==> config.mk <==
export PLATFORM = sky130hd
export DESIGN_NAME = irs_top
export DESIGN_NICKNAME = d
export VERILOG_FILES = /design/src/common/irs_pkg.sv /design/src/logic/irs_top.sv /design/src/logic/irs_sync.sv
export SDC_FILE = /design/constraint.sdc
export NUM_CORES = 1
export LEC_CHECK = 0
export ABC_AREA = 0
export ABC_CLOCK_PERIOD_IN_PS = 9800
export BUFFER_PORTS_ARGS = -buffer_cell sky130_fd_sc_hd__buf_2
export CAP_MARGIN = 10
export CELL_PAD_IN_SITES_DETAIL_PLACEMENT = 0
export CELL_PAD_IN_SITES_GLOBAL_PLACEMENT = 1
export CORE_MARGIN = 3
export CORE_UTILIZATION = 50
export CTS_BUF_LIST = sky130_fd_sc_hd__clkbuf_2 sky130_fd_sc_hd__clkbuf_4 sky130_fd_sc_hd__clkbuf_8
export DETAILED_ROUTE_END_ITERATION = 8
export GPL_TIMING_DRIVEN = 0
export HOLD_SLACK_MARGIN = 0.08
export PLACE_DENSITY = 0.84
export SYNTH_ARGS = -nofsm -noshare
export SYNTH_HDL_FRONTEND = slang
export SYNTH_SLANG_ARGS = --single-unit
==> constraint.sdc <==
create_clock -name clk -period 9.8 [get_ports clk]
set_clock_uncertainty 0.1 [all_clocks]
set_input_delay 1.96 -clock clk [delete_from_list [all_inputs] [get_ports clk]]
set_output_delay 1.96 -clock clk [all_outputs]
set_load 0.1 [all_outputs]
==> src/common/irs_pkg.sv <==
/*
 * Shared constants and carrier types of the interrupt and reset status block:
 * register offsets, bit positions, reset values and the reset stretch timing.
 * Assumes a 125 MHz device clock and an 8-bit internal register port.
 */
`default_nettype none

package irs_pkg;

	////////////////////////////////////////////////////////////////////////////
	// Register offsets
	localparam logic [7:0] ADDR_MASK  = 8'h09;
	localparam logic [7:0] ADDR_FLAGS = 8'h0A;
	localparam logic [7:0] ADDR_CAUSE = 8'h0D;

	////////////////////////////////////////////////////////////////////////////
	// Bit positions shared by the flag and mask registers
	localparam int BIT_WAKE = 7;
	localparam int BIT_HALL = 6;
	localparam int BIT_BUS  = 5;
	localparam int BIT_OTRD = 4;
	localparam int BIT_OT   = 3;
	localparam int BIT_LOW  = 2;
	localparam int BIT_OVER = 1;
	localparam int BIT_PSF  = 0;

	// Bit positions of the reset cause log
	localparam int CAUSE_POR   = 7;
	localparam int CAUSE_PIN   = 6;
	localparam int CAUSE_WDOG  = 5;
	localparam int CAUSE_OT    = 4;
	localparam int CAUSE_LOW   = 3;
	localparam int CAUSE_BUSWK = 2;
	localparam int CAUSE_INWK  = 1;

	////////////////////////////////////////////////////////////////////////////
	// Reset values
	localparam logic [7:0] MASK_RESET  = 8'h00;
	localparam logic [7:0] FLAGS_RESET = 8'h00;
	localparam logic [7:0] CAUSE_RESET = 8'h80;

	////////////////////////////////////////////////////////////////////////////
	// Timing
	localparam int     CLK_KHZ     = 125000;
	localparam longint T_RST_NS    = 1250000;
	localparam int     STRETCH_CYC = int'(T_RST_NS * CLK_KHZ / 1000000);
	localparam int     STRETCH_W   = 18;
	localparam int     PIN_GUARD   = 3;
	localparam int     N_STAGES    = 9;

	////////////////////////////////////////////////////////////////////////////
	// Carriers
	typedef struct packed {
		logic       wr;
		logic       rd;
		logic [7:0] addr;
		logic [7:0] wdata;
	} irs_req_t;

	typedef struct packed {
		logic low_supply;
		logic over_supply;
		logic overtemp;
		logic watchdog;
		logic vdd_low;
		logic wake_in;
		logic hall_in;
		logic bus_wake;
		logic woke_bus;
		logic woke_wake;
	} irs_cond_t;

endpackage

`default_nettype wire

==> src/logic/irs_top.sv <==
/*
 * Interrupt flag, interrupt mask and reset cause logic with reset pin stretch.
 * Assumes an internal register port already deserialised from the serial
 * peripheral, asynchronous analog condition levels, and an open-drain reset pin.
 */
// Behaviour
// - Low supply flag sets on condition; write one clears only once condition gone.
// - Over supply flag sets on condition; write one clears only once condition gone.
// - Read-only stage fail flag is the OR of all power stage fault flags.
// - Each flag requests an interrupt only while its enable bit is one.
// - Reset clears all enable bits and the thermal reset disable bit.
// - Thermal reset disable bit set suppresses the high temperature reset.
// - Reset pin stays low for the stretch time after an internal cause ends.
// - Causes: overtemperature, watchdog, regulator low voltage, power-on, external pin.
// - Overtemperature resets, logs its cause, clears registers except the cause log.
// - Watchdog fault resets, logs its cause, clears registers except the cause log.
// - Regulator low voltage pulls pin low, logs cause, clears other registers.
// - Power-on clears everything, then sets the power-on cause bit and any wake source bit.
// - Power-on holds the reset pin low for the stretch time after supply good.
// - External low drive on the reset pin is logged as a pin reset.
// - Cause bits clear only by writing one or by power-on.
// - Sleep wake-up logs bus or wake input as source; write one clears.
// - Enabled events are reported as a low pulse on the interrupt line.
// - Overtemperature flag cannot be cleared by a write while the condition remains; an enabled thermal reset clears it.
`default_nettype none

module irs_top #(
	parameter int STRETCH = irs_pkg::STRETCH_CYC,
	parameter int NSTG    = irs_pkg::N_STAGES
) (
	input  wire logic              clk,
	input  wire logic              rst_b,
	input  wire irs_pkg::irs_req_t req,
	input  wire irs_pkg::irs_cond_t cond,
	input  wire logic [NSTG-1:0]   stage_fault,
	input  wire logic              rst_pin_in,
	output logic      [7:0]        rd_data,
	output logic                   rd_valid,
	output logic                   irq_b,
	output logic                   rst_pin_out,
	output logic                   rst_pin_oe_b
);

	localparam int CW = $bits(irs_pkg::irs_cond_t);
	localparam int SW = CW + NSTG + 1;
	localparam logic [SW-1:0] SYNC_INIT = {1'h1, {(SW-1){1'h0}}};
	localparam logic [irs_pkg::STRETCH_W-1:0] STRETCH_LD = irs_pkg::STRETCH_W'(STRETCH);

	function automatic logic hit(
		input logic       stb,
		input logic [7:0] a,
		input logic [7:0] t
	);
		return stb && (a == t);
	endfunction

	logic [1:0]                       rst_pipe;
	logic                             rst_sync_b;
	logic [SW-1:0]                    sync_q;
	irs_pkg::irs_cond_t               cond_s;
	logic [NSTG-1:0]                  fault_s;
	logic                             pin_s;
	logic                             ot_cause;
	logic                             int_cause;
	logic [irs_pkg::STRETCH_W-1:0]    stretch_cnt;
	logic [irs_pkg::PIN_GUARD-1:0]    drive_hist;
	logic                             drive;
	logic                             ext_low;
	logic                             soft_clr;
	logic                             por_phase;
	logic                             wake_prev;
	logic                             hall_prev;
	logic                             bus_prev;
	logic [7:0]                       ifr;
	logic                             power_stage_fail_flag;
	logic [7:0]                       interrupt_enable_mask;
	logic [7:0]                       reset_cause_log;
	logic [7:0]                       ifr_view;
	logic [7:0]                       pend;
	logic [7:0]                       pend_q;
	logic [7:0]                       next_ifr;
	logic [7:0]                       next_cause;
	logic [7:0]                       ifr_set;
	logic [7:0]                       ifr_clr;
	logic [7:0]                       cause_set;
	logic [7:0]                       cause_clr;
	logic                             wr_mask;
	logic                             wr_flags;
	logic                             wr_cause;

	////////////////////////////////////////////////////////////////////////////
	// Reset release and input synchronisers

	always_ff @(posedge clk or negedge rst_b)
	begin
		if (!rst_b)
			rst_pipe <= 2'h0;
		else
			rst_pipe <= {rst_pipe[0], 1'h1};
	end

	assign rst_sync_b = rst_pipe[1];

	// Pin idles high, so its synchroniser starts high
	irs_sync #(
		.W    (SW),
		.INIT (SYNC_INIT)
	) u_sync (
		.clk   (clk),
		.rst_b (rst_sync_b),
		.d     ({rst_pin_in, stage_fault, cond}),
		.q     (sync_q)
	);

	assign cond_s  = irs_pkg::irs_cond_t'(sync_q[CW-1:0]);
	assign fault_s = sync_q[CW+NSTG-1:CW];
	assign pin_s   = sync_q[SW-1];

	////////////////////////////////////////////////////////////////////////////
	// Reset causes and pin stretch

	assign ot_cause  = cond_s.overtemp && !interrupt_enable_mask[irs_pkg::BIT_OTRD];
	assign int_cause = ot_cause || cond_s.watchdog || cond_s.vdd_low;
	assign drive     = !rst_pin_oe_b;

	// Counter starts loaded so that power-on also gets a full stretch
	always_ff @(posedge clk or negedge rst_sync_b)
	begin
		if (!rst_sync_b)
			stretch_cnt <= STRETCH_LD;
		else if (int_cause)
			stretch_cnt <= STRETCH_LD;
		else if (stretch_cnt != '0)
			stretch_cnt <= stretch_cnt - 1'h1;
	end

	always_ff @(posedge clk or negedge rst_sync_b)
	begin
		if (!rst_sync_b)
		begin
			rst_pin_oe_b <= 1'h0;
			rst_pin_out  <= 1'h0;
			drive_hist   <= '1;
		end
		else
		begin
			rst_pin_oe_b <= !(int_cause || (stretch_cnt != '0));
			rst_pin_out  <= 1'h0;
			drive_hist   <= {drive_hist[irs_pkg::PIN_GUARD-2:0], drive};
		end
	end

	// Own release echoes back through the synchroniser; guard those cycles
	assign ext_low  = !pin_s && !drive && (drive_hist == '0);
	assign soft_clr = int_cause || drive || ext_low;

	// Wake source is sampled only during the power-on stretch
	always_ff @(posedge clk or negedge rst_sync_b)
	begin
		if (!rst_sync_b)
			por_phase <= 1'h1;
		else if (!drive)
			por_phase <= 1'h0;
	end

	////////////////////////////////////////////////////////////////////////////
	// Register write decode

	assign wr_mask  = hit(req.wr, req.addr, irs_pkg::ADDR_MASK);
	assign wr_flags = hit(req.wr, req.addr, irs_pkg::ADDR_FLAGS);
	assign wr_cause = hit(req.wr, req.addr, irs_pkg::ADDR_CAUSE);

	always_ff @(posedge clk or negedge rst_sync_b)
	begin
		if (!rst_sync_b)
			interrupt_enable_mask <= irs_pkg::MASK_RESET;
		else if (soft_clr)
			interrupt_enable_mask <= irs_pkg::MASK_RESET;
		else if (wr_mask)
			interrupt_enable_mask <= req.wdata;
	end

	////////////////////////////////////////////////////////////////////////////
	// Interrupt flags

	always_ff @(posedge clk or negedge rst_sync_b)
	begin
		if (!rst_sync_b)
		begin
			wake_prev <= 1'h0;
			hall_prev <= 1'h0;
			bus_prev  <= 1'h0;
		end
		else
		begin
			wake_prev <= cond_s.wake_in;
			hall_prev <= cond_s.hall_in;
			bus_prev  <= cond_s.bus_wake;
		end
	end

	always_comb
	begin
		ifr_set = 8'h00;
		ifr_set[irs_pkg::BIT_WAKE] = cond_s.wake_in ^ wake_prev;
		ifr_set[irs_pkg::BIT_HALL] = cond_s.hall_in ^ hall_prev;
		ifr_set[irs_pkg::BIT_BUS]  = cond_s.bus_wake && !bus_prev;
		ifr_set[irs_pkg::BIT_OT]   = cond_s.overtemp;
		ifr_set[irs_pkg::BIT_LOW]  = cond_s.low_supply;
		ifr_set[irs_pkg::BIT_OVER] = cond_s.over_supply;
		ifr_clr = wr_flags ? req.wdata : 8'h00;
		ifr_clr[irs_pkg::BIT_OTRD] = 1'h0;
		ifr_clr[irs_pkg::BIT_PSF]  = 1'h0;
		// A set in the same cycle outlasts the clear
		next_ifr = (ifr & ~ifr_clr) | ifr_set;
		if (soft_clr)
			next_ifr = irs_pkg::FLAGS_RESET;
	end

	always_ff @(posedge clk or negedge rst_sync_b)
	begin
		if (!rst_sync_b)
			ifr <= irs_pkg::FLAGS_RESET;
		else
			ifr <= next_ifr;
	end

	// Not writable here: cleared by clearing each stage's own fault flag, and held clear while a reset is in progress
	always_ff @(posedge clk or negedge rst_sync_b)
	begin
		if (!rst_sync_b)
			power_stage_fail_flag <= 1'h0;
		else
			power_stage_fail_flag <= !soft_clr && (|fault_s);
	end

	always_comb
	begin
		ifr_view = ifr;
		ifr_view[irs_pkg::BIT_PSF] = power_stage_fail_flag;
	end

	////////////////////////////////////////////////////////////////////////////
	// Interrupt line

	// Disable bit in position four never meets a flag, flag bit four is zero
	assign pend = ifr_view & interrupt_enable_mask;

	always_ff @(posedge clk or negedge rst_sync_b)
	begin
		if (!rst_sync_b)
		begin
			pend_q <= 8'h00;
			irq_b  <= 1'h1;
		end
		else
		begin
			pend_q <= pend;
			irq_b  <= !(|(pend & ~pend_q));
		end
	end

	////////////////////////////////////////////////////////////////////////////
	// Reset cause log

	always_comb
	begin
		cause_set = 8'h00;
		cause_set[irs_pkg::CAUSE_PIN]   = ext_low;
		cause_set[irs_pkg::CAUSE_WDOG]  = cond_s.watchdog;
		cause_set[irs_pkg::CAUSE_OT]    = ot_cause;
		cause_set[irs_pkg::CAUSE_LOW]   = cond_s.vdd_low;
		cause_set[irs_pkg::CAUSE_BUSWK] = por_phase && cond_s.woke_bus;
		cause_set[irs_pkg::CAUSE_INWK]  = por_phase && cond_s.woke_wake;
		cause_clr = wr_cause ? req.wdata : 8'h00;
		next_cause = (reset_cause_log & ~cause_clr) | cause_set;
	end

	// Only power-on touches this register through reset
	always_ff @(posedge clk or negedge rst_sync_b)
	begin
		if (!rst_sync_b)
			reset_cause_log <= irs_pkg::CAUSE_RESET;
		else
			reset_cause_log <= next_cause;
	end

	////////////////////////////////////////////////////////////////////////////
	// Read port

	always_ff @(posedge clk or negedge rst_sync_b)
	begin
		if (!rst_sync_b)
		begin
			rd_valid <= 1'h0;
			rd_data  <= 8'h00;
		end
		else
		begin
			rd_valid <= req.rd;
			if (req.rd)
			begin
				unique case (req.addr)
					irs_pkg::ADDR_MASK:  rd_data <= interrupt_enable_mask;
					irs_pkg::ADDR_FLAGS: rd_data <= ifr_view;
					irs_pkg::ADDR_CAUSE: rd_data <= reset_cause_log;
					default:             rd_data <= 8'h00;
				endcase
			end
		end
	end
endmodule

`default_nettype wire

==> src/logic/irs_sync.sv <==
/*
 * Two flip-flop synchroniser for a vector of independent levels.
 * Assumes each bit is a slow level; bits are not coherent with each other.
 */
`default_nettype none

module irs_sync #(
	parameter int             W    = 1,
	parameter logic [W-1:0]   INIT = '0
) (
	input  wire logic         clk,
	input  wire logic         rst_b,
	input  wire logic [W-1:0] d,
	output logic      [W-1:0] q
);

	logic [W-1:0] meta;

	// Only the second stage is visible outside
	always_ff @(posedge clk or negedge rst_b)
	begin
		if (!rst_b)
		begin
			meta <= INIT;
			q    <= INIT;
		end
		else
		begin
			meta <= d;
			q    <= meta;
		end
	end

endmodule

`default_nettype wire

==> results of run 1 <==
-- power groups by stage --
stage / combinational, mW / clock [mW] / sequential (mW)
after floorplan: 0.0127 / 0 / 0.475
after global placement: 0.0266 / 0 / 0.476
after detailed placement: 0.0336 / 0 / 0.472
after CTS: 0.0337 / 0.276 / 0.463
after global routing: 0.0369 / 0.295 / 0.465
final: 0.0331 / 0.266 / 0.463
-- synth_stat cells (2+ instances only) --
cell | count | area, sq um
dfrtp_1 | 92 | 2302
nor2_1 | 29 | 108.9
inv_1 | 26 | 97.59
nand2_1 | 22 | 82.58
a21oi_1 | 20 | 100.1
dfstp_2 | 16 | 420.4
mux2i_1 | 16 | 160.2
nor3_1 | 10 | 50.05
o22ai_1 | 10 | 62.56
o21ai_0 | 9 | 45.04
clkbuf_1 | 8 | 30.03
nor4_1 | 8 | 50.05
nor2b_1 | 5 | 31.28
nand4_1 | 4 | 25.02
o31ai_1 | 4 | 30.03
or4_1 | 4 | 30.03
a21o_1 | 3 | 22.52
a22o_1 | 3 | 26.28
a311oi_1 | 3 | 26.28
a31oi_1 | 3 | 18.77
or3_1 | 3 | 18.77
a21boi_0 | 2 | 15.01
and3_1 | 2 | 12.51
conb_1 | 2 | 7.510
nand2b_1 | 2 | 12.51
nand3_1 | 2 | 10.01
nand4b_1 | 2 | 17.52
nor3b_1 | 2 | 15.01
o311ai_0 | 2 | 17.52
o41ai_1 | 2 | 17.52
or2_1 | 2 | 12.51
or3b_2 | 2 | 17.52
xnor2_1 | 2 | 17.52
-- per-layer routing --
layer / part of all wire (%) / track usage (%) / vias up
li1: - / - / 1349
met1: 47 / 24.82 / 1372
met2: 47 / 27.65 / 62
met3: 4.8 / 3.677 / 12
met4: 1.5 / 6.048 / 0
met5: 0 / 0 / -
-- state kept, by name, summed over array words and instances, names as in the netlist, 2 cells and up --
name / cells
u_sync.meta: 20
u_sync.q: 20
stretch_cnt: 18
interrupt_enable_mask: 8
rd_data: 8
reset_cause_log: 8
pend_q: 7
ifr: 6
drive_hist: 3
rst_pipe: 2
-- cell families after synthesis --
family | Yosys count | share of synthesized area, %
simple gates | 108 | 14.21
compound gates | 70 | 11.30
buf+inv | 37 | 3.485
xor+xnor | 2 | 0.4243
flops | 108 | 65.94
fa+ha+maj | 1 | 0.3030
mux | 17 | 4.151
other cells | 2 | 0.1819
-- critical path: cells and delay by family --
family | cells | cell delay (ps)
AND/OR/NAND/NOR | 3 | 1020
buffers and inverters | 2 | 640
AO/OA/AOI/OAI | 1 | 220
-- final cells by class --
| cell class | count | share of cell area, % |
|---|---|---|
| Inverter | 26 | 2.058 |
| Timing Repair Buffer | 51 | 5.858 |
| Clock inverter | 7 | 1.689 |
| Sequential cell | 108 | 57.49 |
| Clock buffer | 9 | 2.612 |
| Buffer | 11 | 0.9763 |
| Multi-Input combinational cell | 200 | 26.62 |
| Tap cell | 102 | 2.691 |
-- worst max-delay path by stage --
stage           startpoint                  endpoint  slack (ps)  cells after the start
4_1_cts            req[10]        reset_cause_log[1]        6130                      6
5_1_grt            req[10]        reset_cause_log[1]        6030                      6
6_report           req[10]        reset_cause_log[1]        6120                      6
2_1_floorplan      req[13]  interrupt_enable_mask[0]        6250                      4
3_3_place_gp   rst_pipe[1]               u_sync.q[9]        5450                      0
3_5_place_dp       req[10]        reset_cause_log[1]        5730                      6
-- per-stage QoR --
step           area, sq um  hold slack (ps)  util (%)  std cells  worst slack, ps
3_3_place_gp          4507            233.0     57.14        497             5452
5_1_grt               4742            258.3     60.12        514             6025
2_1_floorplan         4129            231.2         -        345             6247
4_1_cts               4742            225.1     60.12        514             6128
3_5_place_dp          4538            218.4     57.53        498             5726
6_report              4742            194.9     60.12        514             6121
==> flow_summary_export.csv, run 1 <==
group,metric,value,unit
synthesis,netlist_area,0.004129,sq mm
critical_path,endpoint_kind,"flop",
floorplan,row_count,32,
clock_tree,postCtsHoldBufs,0,
power_and_ir_drop,p_per_area,160.7,mW/mm^2
global_route,grt_util_all_layers,17.70,%
synthesis,syn-instance-count,345,
hold_path,min_path_type,"flop to asynchronous set/reset pin",
synthesis,syn-num-nets,386,
clock_tree,clkTransAtPathRegs,120,ps
synthesis,synth.distinct_cells,56,
critical_path,cp-start-kind,"primary input",
critical_path,critPathMaxFanout,10,
critical_path,path_class,"primary input to flop",
flow_run,cap_violations,0,
detailed_routing,drc,0,
critical_path,critPathRequiredTime,9960,ps
global_route,grt_overflow,0,
critical_path,reg2reg_depth,6,
synthesis,async_flop_share,100.0,%
final_layout,final_cell_mix,"dfrtp_1 (91), buf_2 (51), nor2_1 (29)",
synthesis,synth_edf_count,0,
clock_tree,cts_resized,0,
sta,period_share,37.54,%
critical_path,max_stage_delay,710,ps
power_and_ir_drop,pwr-share-comb,4.3,%
final_layout,final-seq-area,0.002726,sq mm
floorplan,dieArea,0.009385,sq mm
global_route,antenna_found_initial,0,
power_and_ir_drop,clockPowerShare,34.9,%
detailed_routing,drt-initial-drc-count,102,
floorplan,dieWidth,96.88,um
power_and_ir_drop,swShare,25.14,%
detailed_routing,vias,2795,
sta,rsz0062_at_grt,"false",
detailed_routing,wl_per_cell,15.08,um
clock_tree,clk_path_buf_depth,2,
final_layout,drive_gt1_share,23.30,%
power_and_ir_drop,p_leak,2.086,nW
floorplan,start_util,52.35,%
floorplan,pin_count,52,
power_and_ir_drop,p_seq_share,60.8,%
critical_path,cpMaxStageDelayCell,"nor4_2",
synthesis,avgSynthCellArea,11.97,sq um
run_status,status,"complete, no violations",
final_layout,fillers,688,
synthesis,ys_ff_latch,108,
placement,routabilityCongestion,0.8136,
sta,slew_headroom,39.19,%
sta,max_freq,271.8,MHz
clock_tree,clk_latency,370,ps
final_layout,nets,448,
power_and_ir_drop,vdd_drop_max,0.07266,mV
final_layout,diodes,0,
power_and_ir_drop,p_int,570.3,uW
critical_path,r2r-end,"stretch_cnt[10]",
final_layout,mostFrequentLayoutCell,"dfrtp_1",
clock_tree,htreeDepth,3,
power_and_ir_drop,power.total,761.9,uW
sta,drv_slew,0,
synthesis,synth-main-ff-cell,"dfrtp_1",
clock_tree,cts_sinks,108,
critical_path,cp_cell_sequence,"buf_2 > clkbuf_1 > nand3b_1 > nor4_2 > nand2_1 > a22o_1",
detailed_routing,routed_wl,7753,um
detailed_routing,viasPerCell,5.438,
global_route,grt_max_degree,71,
sta,fin_crit,3679,ps
critical_path,arrival,3840,ps
sta,tightestPinTransition,904.6,ps
power_and_ir_drop,p_sw,191.5,uW
critical_path,r2r-start,"stretch_cnt[0]",
synthesis,yosysWarnings,0,
clock_tree,post-cts-setup-buffers,0,
clock_tree,numCtsBuffers,9,
global_route,grt_pass1_wl,13400,um
clock_tree,clock_tree.root_cell,"clkbuf_8",
global_route,grt_pass1_vias,2704,
final_layout,layout-area-overhead-vs-synth,14.85,%
critical_path,rrSetupSlack,7290,ps
sta,finalHoldViolCount,0,
floorplan,dieHeight,96.88,um
floorplan,core_area,0.007888,sq mm
placement,post-dp-hpwl,5404,um
synthesis,seq_area_frac_synth,65.94,%
sta,setup_viol,0,
placement,port_buffers,50,
detailed_routing,ant_nets,0,
final_layout,multi_input_area,0.001262,sq mm
clock_tree,tritoncts,"done",
sta,final.setup.tns,0,ps
detailed_routing,drt_first_pass_iters,4,
(Power assumes the default switching activity.)
==> run 2: changes to the inputs <==
Settings changed: ABC_CLOCK_PERIOD_IN_PS 9800 to 3550, CORE_UTILIZATION 50 to 48, PLACE_DENSITY 0.84 to 0.81.
Clock period 9.8 ns to 3.55 ns, I/O delays scaled along.
==> flow_summary_export.csv, run 2 (synthesized netlist as in run 1, its figures left out) <==
group,metric,value,unit
placement,routabilityCongestion,0.8756,
sta,period_share,69.51,%
clock_tree,tritoncts,"done",
global_route,grtUsageMet1,25.57,%
placement,dpl_worst_slack,805.7,ps
critical_path,critPathRequiredTime,3740,ps
critical_path,endpoint_kind,"flop",
critical_path,cp-start-kind,"flop",
final_layout,diodes,0,
detailed_routing,drt-initial-drc-count,139,
sta,final.setup.tns,0,ps
power_and_ir_drop,vdd_drop_max,0.2771,mV
final_layout,multi_input_area,0.001262,sq mm
floorplan,dieWidth,98.75,um
final_layout,layout.cells.non_filler,518,
floorplan,dieHeight,98.75,um
global_route,grt_pass1_vias,2706,
global_route,grt_util_all_layers,17.35,%
detailed_routing,vias,2726,
final_layout,mostFrequentLayoutCell,"dfrtp_1",
sta,fin_crit,2467,ps
floorplan,core_area,0.008299,sq mm
clock_tree,clk_latency,370,ps
detailed_routing,wl_per_cell,15.12,um
final_layout,utilization,57.49,%
placement,post-dp-hpwl,5481,um
critical_path,path_class,"flop to flop",
sta,rsz0062_at_grt,"false",
critical_path,arrival,2650,ps
placement,port_buffers,50,
clock_tree,post-cts-setup-buffers,0,
sta,setup_viol,0,
floorplan,pin_count,52,
final_layout,final_cell_mix,"dfrtp_1 (91), buf_2 (51), nor2_1 (29)",
hold_path,min_path_type,"flop to flop",
clock_tree,clock_tree.root_cell,"clkbuf_8",
global_route,grt_use_met2,25.77,%
clock_tree,numCtsBuffers,9,
sta,slew_headroom,40.12,%
final_layout,final-seq-area,0.002726,sq mm
final_layout,final_area,0.004771,sq mm
final_layout,layout-area-overhead-vs-synth,15.55,%
clock_tree,cts_resized,0,
detailed_routing,drc,0,
floorplan,row_count,33,
final_layout,nets,449,
run_status,status,"complete, no violations",
clock_tree,clk_path_buf_depth,2,
flow_run,cap_violations,0,
clock_tree,htreeDepth,3,
sta,setup_slack,1083,ps
power_and_ir_drop,power.total,2.181,mW
global_route,antenna_found_initial,0,
floorplan,start_util,49.75,%
final_layout,biggestRegsByFlops,"u_sync.meta (20), u_sync.q (20), stretch_cnt (18)",
critical_path,critPathMaxFanout,7,
global_route,grt_pass1_wl,13430,um
placement,place_area,0.004534,sq mm
detailed_routing,viasPerCell,5.263,
floorplan,dieArea,0.009751,sq mm
global_route,globalRouteMet3Util,3.397,%
global_route,grt_max_degree,67,
placement,placed_cells,501,
global_route,grt-busiest-layer,"met2",
final_layout,fillers,720,
global_route,grt_overflow,0,
sta,tightestPinTransition,890.8,ps
power_and_ir_drop,p_leak,2.103,nW
sta,max_freq,405.3,MHz
sta,finalHoldViolCount,0,
clock_tree,cts_sinks,108,
detailed_routing,ant_nets,0,
detailed_routing,routed_wl,7832,um
detailed_routing,drt_first_pass_iters,4,
power_and_ir_drop,p_per_area,457.2,mW/mm^2
clock_tree,clkTransAtPathRegs,100,ps
final_layout,drive_gt1_share,23.24,%
sta,drv_slew,0,
sta,whs,255.8,ps
-- run 2: what timing repair did --
item | 4_1_cts | 5_1_grt
hold buffers | 1 | 0
endpoints found under the setup margin | 0 | 0
endpoints found under the hold margin | 2 | 0
-- run 2: final timing paths --
path                       slack, ps            from               to  depth (start not counted)
hold reg to reg                  260  u_sync.meta[6]      u_sync.q[6]                          0
hold / removal                   260  u_sync.meta[6]      u_sync.q[6]                          0
setup / recovery                1080  stretch_cnt[0]  stretch_cnt[10]                          6
min in group asynchronous        350     rst_pipe[1]  u_sync.meta[14]                          0
setup reg to reg                1080  stretch_cnt[0]  stretch_cnt[10]                          6
max in group asynchronous       2240     rst_pipe[1]   stretch_cnt[6]                          1
-- run 2: layer usage --
metal  part of all wire, %  vias up
met2                    47       59
met1                    48     1321
li1                      -     1337
met5                     0        -
met4                   1.4        0
met3                   4.2        9
-- run 2: area by class of cell --
class,count,share of cell area [%]
inverters,26,2.046
well taps,105,2.754
clock buffers,10,2.885
repair buffers,52,5.875
multi-input cells,200,26.46
plain buffers,11,0.9704
clock inverters,6,1.862
flip-flops and latches,108,57.15
-- run 2: where the power goes --
group	internal (mW)	switching [mW]
clock	0.368	0.445
combinational	0.0337	0.0519
sequential	1.26	0.0233
total	1.66	0.520
-- run 2: critical path, stage by stage, from the launching register on --
cell and delay [ps]:
dfrtp_1 420, inv_1 90, ha_1 200, nor3b_1 600, nand3_1 360, or4_1 470, a21oi_1 150
==> run 3: changes to the inputs <==
Settings changed: ABC_AREA 0 to 1, ABC_CLOCK_PERIOD_IN_PS 3550 to 2500, CORE_UTILIZATION 48 to 46, PLACE_DENSITY 0.81 to 0.8.
Clock period 3.55 ns to 2.5 ns, I/O delays scaled along.
==> flow_summary_export.csv, run 3 <==
group,metric,value,unit
synthesis,synth.distinct_cells,32,
placement,post-dp-hpwl,5889,um
floorplan,row_count,34,
synthesis,ys_top_cells_by_area,"dfrtp_1 (55%), nand2_1 (11%), dfstp_2 (10%), nand3_1 (7.0%), nor2_1 (3.8%)",
final_layout,fillers,845,
global_route,grt_overflow,0,
final_layout,drive_gt1_share,20.32,%
critical_path,critPathMaxFanout,8,
clock_tree,cts_sinks,108,
synthesis,synth-xor-area-share,1.043,%
detailed_routing,drt-initial-drc-count,116,
critical_path,path_class,"flop to flop",
detailed_routing,routed_wl,8189,um
final_layout,layout-area-overhead-vs-synth,15.23,%
sta,slew_headroom,63.97,%
clock_tree,postCtsHoldBufs,1,
synthesis,synth_compound_area_share,2.444,%
synthesis,synth_top_area_share,54.84,%
final_layout,final-seq-area,0.002726,sq mm
global_route,grt_pass1_wl,14080,um
clock_tree,tritoncts,"done",
synthesis,avgSynthCellArea,9.650,sq um
sta,fin_crit,1925,ps
critical_path,arrival,2090,ps
sta,drv_slew,0,
final_layout,utilization,54.93,%
critical_path,cpMaxStageDelayCell,"dfrtp_1",
detailed_routing,viasPerCell,4.949,
final_layout,mostFrequentLayoutCell,"nand2_1",
flow_run,cap_violations,0,
clock_tree,clkTransAtPathRegs,110,ps
global_route,antenna_found_initial,0,
clock_tree,clock_tree.root_cell,"clkbuf_8",
placement,routabilityCongestion,0.8214,
synthesis,syn-instance-count,435,
synthesis,synthMostInstantiatedCell,"nand2_1",
synthesis,netlist_area,0.004198,sq mm
run_status,status,"complete, no violations",
detailed_routing,ant_nets,0,
synthesis,muxShareOfSynthArea,0,%
synthesis,synth_top_family_by_area,"simple AND/OR/NAND/NOR gates",
sta,tightestPinTransition,540.5,ps
critical_path,crit_path_frequent_cell,"clkinv_1",
synthesis,ys_ff_latch,108,
global_route,grt_max_degree,65,
sta,final.setup.tns,0,ps
power_and_ir_drop,vdd_drop_max,0.2982,mV
detailed_routing,vias,3019,
floorplan,dieHeight,101.5,um
synthesis,synth-main-ff-cell,"dfrtp_1",
synthesis,synth_fa_ha_area_share,0.2981,%
critical_path,cp_cell_sequence,"clkinv_1 > ha_1 > nand2_1 > nor2_2 > nand4_1 > clkinv_1 > nor2_1",
clock_tree,numCtsBuffers,9,
final_layout,multi_input_area,0.001252,sq mm
sta,finalHoldViolCount,0,
clock_tree,post-cts-setup-buffers,0,
synthesis,async_flop_share,100.0,%
synthesis,syn-num-nets,476,
critical_path,max_stage_delay,380,ps
power_and_ir_drop,p_per_area,625.0,mW/mm^2
floorplan,dieWidth,101.5,um
sta,rsz0062_at_grt,"false",
sta,setup_viol,0,
synthesis,synth-simple-area-share,25.87,%
final_layout,diodes,0,
final_layout,nets,538,
sta,max_freq,519.6,MHz
sta,period_share,76.99,%
floorplan,core_area,0.008806,sq mm
detailed_routing,drc,0,
global_route,grt_pass1_vias,2947,
synthesis,synth_edf_count,0,
clock_tree,clk_latency,370,ps
power_and_ir_drop,power.total,3.023,mW
hold_path,min_path_type,"primary input to flop",
floorplan,pin_count,52,
synthesis,synth.top_cells.by_count,"nand2_1 (119), dfrtp_1 (92), nand3_1 (59), nor2_1 (43), inv_1 (41)",
clock_tree,cts_resized,0,
final_layout,biggestRegsByFlops,"u_sync.meta (20), u_sync.q (20), stretch_cnt (18)",
synthesis,seq_area_frac_synth,64.86,%
clock_tree,htreeDepth,3,
detailed_routing,wl_per_cell,13.42,um
critical_path,cp-start-kind,"flop",
sta,whs,114.6,ps
power_and_ir_drop,p_leak,2.477,nW
placement,port_buffers,49,
detailed_routing,drt_first_pass_iters,4,
synthesis,synth_top_area_cell,"dfrtp_1",
floorplan,start_util,47.67,%
global_route,grt_util_all_layers,17.63,%
clock_tree,clk_path_buf_depth,2,
critical_path,endpoint_kind,"flop",
floorplan,dieArea,0.01031,sq mm
critical_path,critPathRequiredTime,2670,ps
final_layout,final_cell_mix,"nand2_1 (119), dfrtp_1 (91), nand3_1 (59)",
synthesis,yosysWarnings,0,
-- run 3: path summary, 6_finish.rpt --
path / slack, ps / to / cells past startpoint / startpoint
max in group asynchronous: 1330 / stretch_cnt[13] / 1 / rst_pipe[1]
worst max-delay path: 580 / stretch_cnt[12] / 7 / stretch_cnt[0]
worst min register to register: 230 / u_sync.q[15] / 0 / rst_pipe[1]
worst max register to register: 580 / stretch_cnt[12] / 7 / stretch_cnt[0]
worst min-delay path: 110 / u_sync.meta[19] / 1 / rst_pin_in
min in group asynchronous: 230 / u_sync.q[15] / 0 / rst_pipe[1]
-- run 3: through the flow --
step | setup WS, ps | instances | cell area, sq um
after floorplan | 470.7 | 435 | 4199
after global placement | 49.36 | 592 | 4579
after detailed placement | 562.1 | 593 | 4609
after CTS | 545.6 | 610 | 4837
after global routing | 391.9 | 610 | 4837
final | 575.3 | 610 | 4837
-- run 3: final cells by class --
type / count / area share [%]
inverter: 46 / 3.595
clock buffer: 9 / 2.561
sequential: 108 / 56.36
timing repair buffer: 51 / 5.846
buffer: 8 / 1.009
tap: 108 / 2.794
multi-input combinational: 273 / 25.89
clock inverter: 7 / 1.940
-- run 3: layer usage --
metal,global-route usage (%),share of wire [%]
met1,23.38,45
met2,28.17,48
met3,4.270,5.5
met4,6.851,2.1
met5,0,0
-- run 3: where the power goes --
group | internal (mW) | leakage (nW) | switching [mW] | total [mW]
logic | 0.0419 | 1.05 | 0.0795 | 0.121
registers | 1.79 | 1.32 | 0.0272 | 1.82
clock network | 0.408 | 0.107 | 0.676 | 1.08
-- run 3: cells by family after synthesis --
logic type               count (synthesis)
XOR/XNOR                                 5
AO/OA/AOI/OAI                           19
flip-flops                             108
buffers and inverters                   54
adder cells (fa/ha/maj)                  1
AND/OR/NAND/NOR                        246
other                                    2
-- run 3: critical path, delay by kind of cell (launching register included) --
family                     cells  cell delay [ps]
DFF                            1              380
buffers and inverters          2              370
and+or+nand+nor                4              720
adders and majority gates      1              230
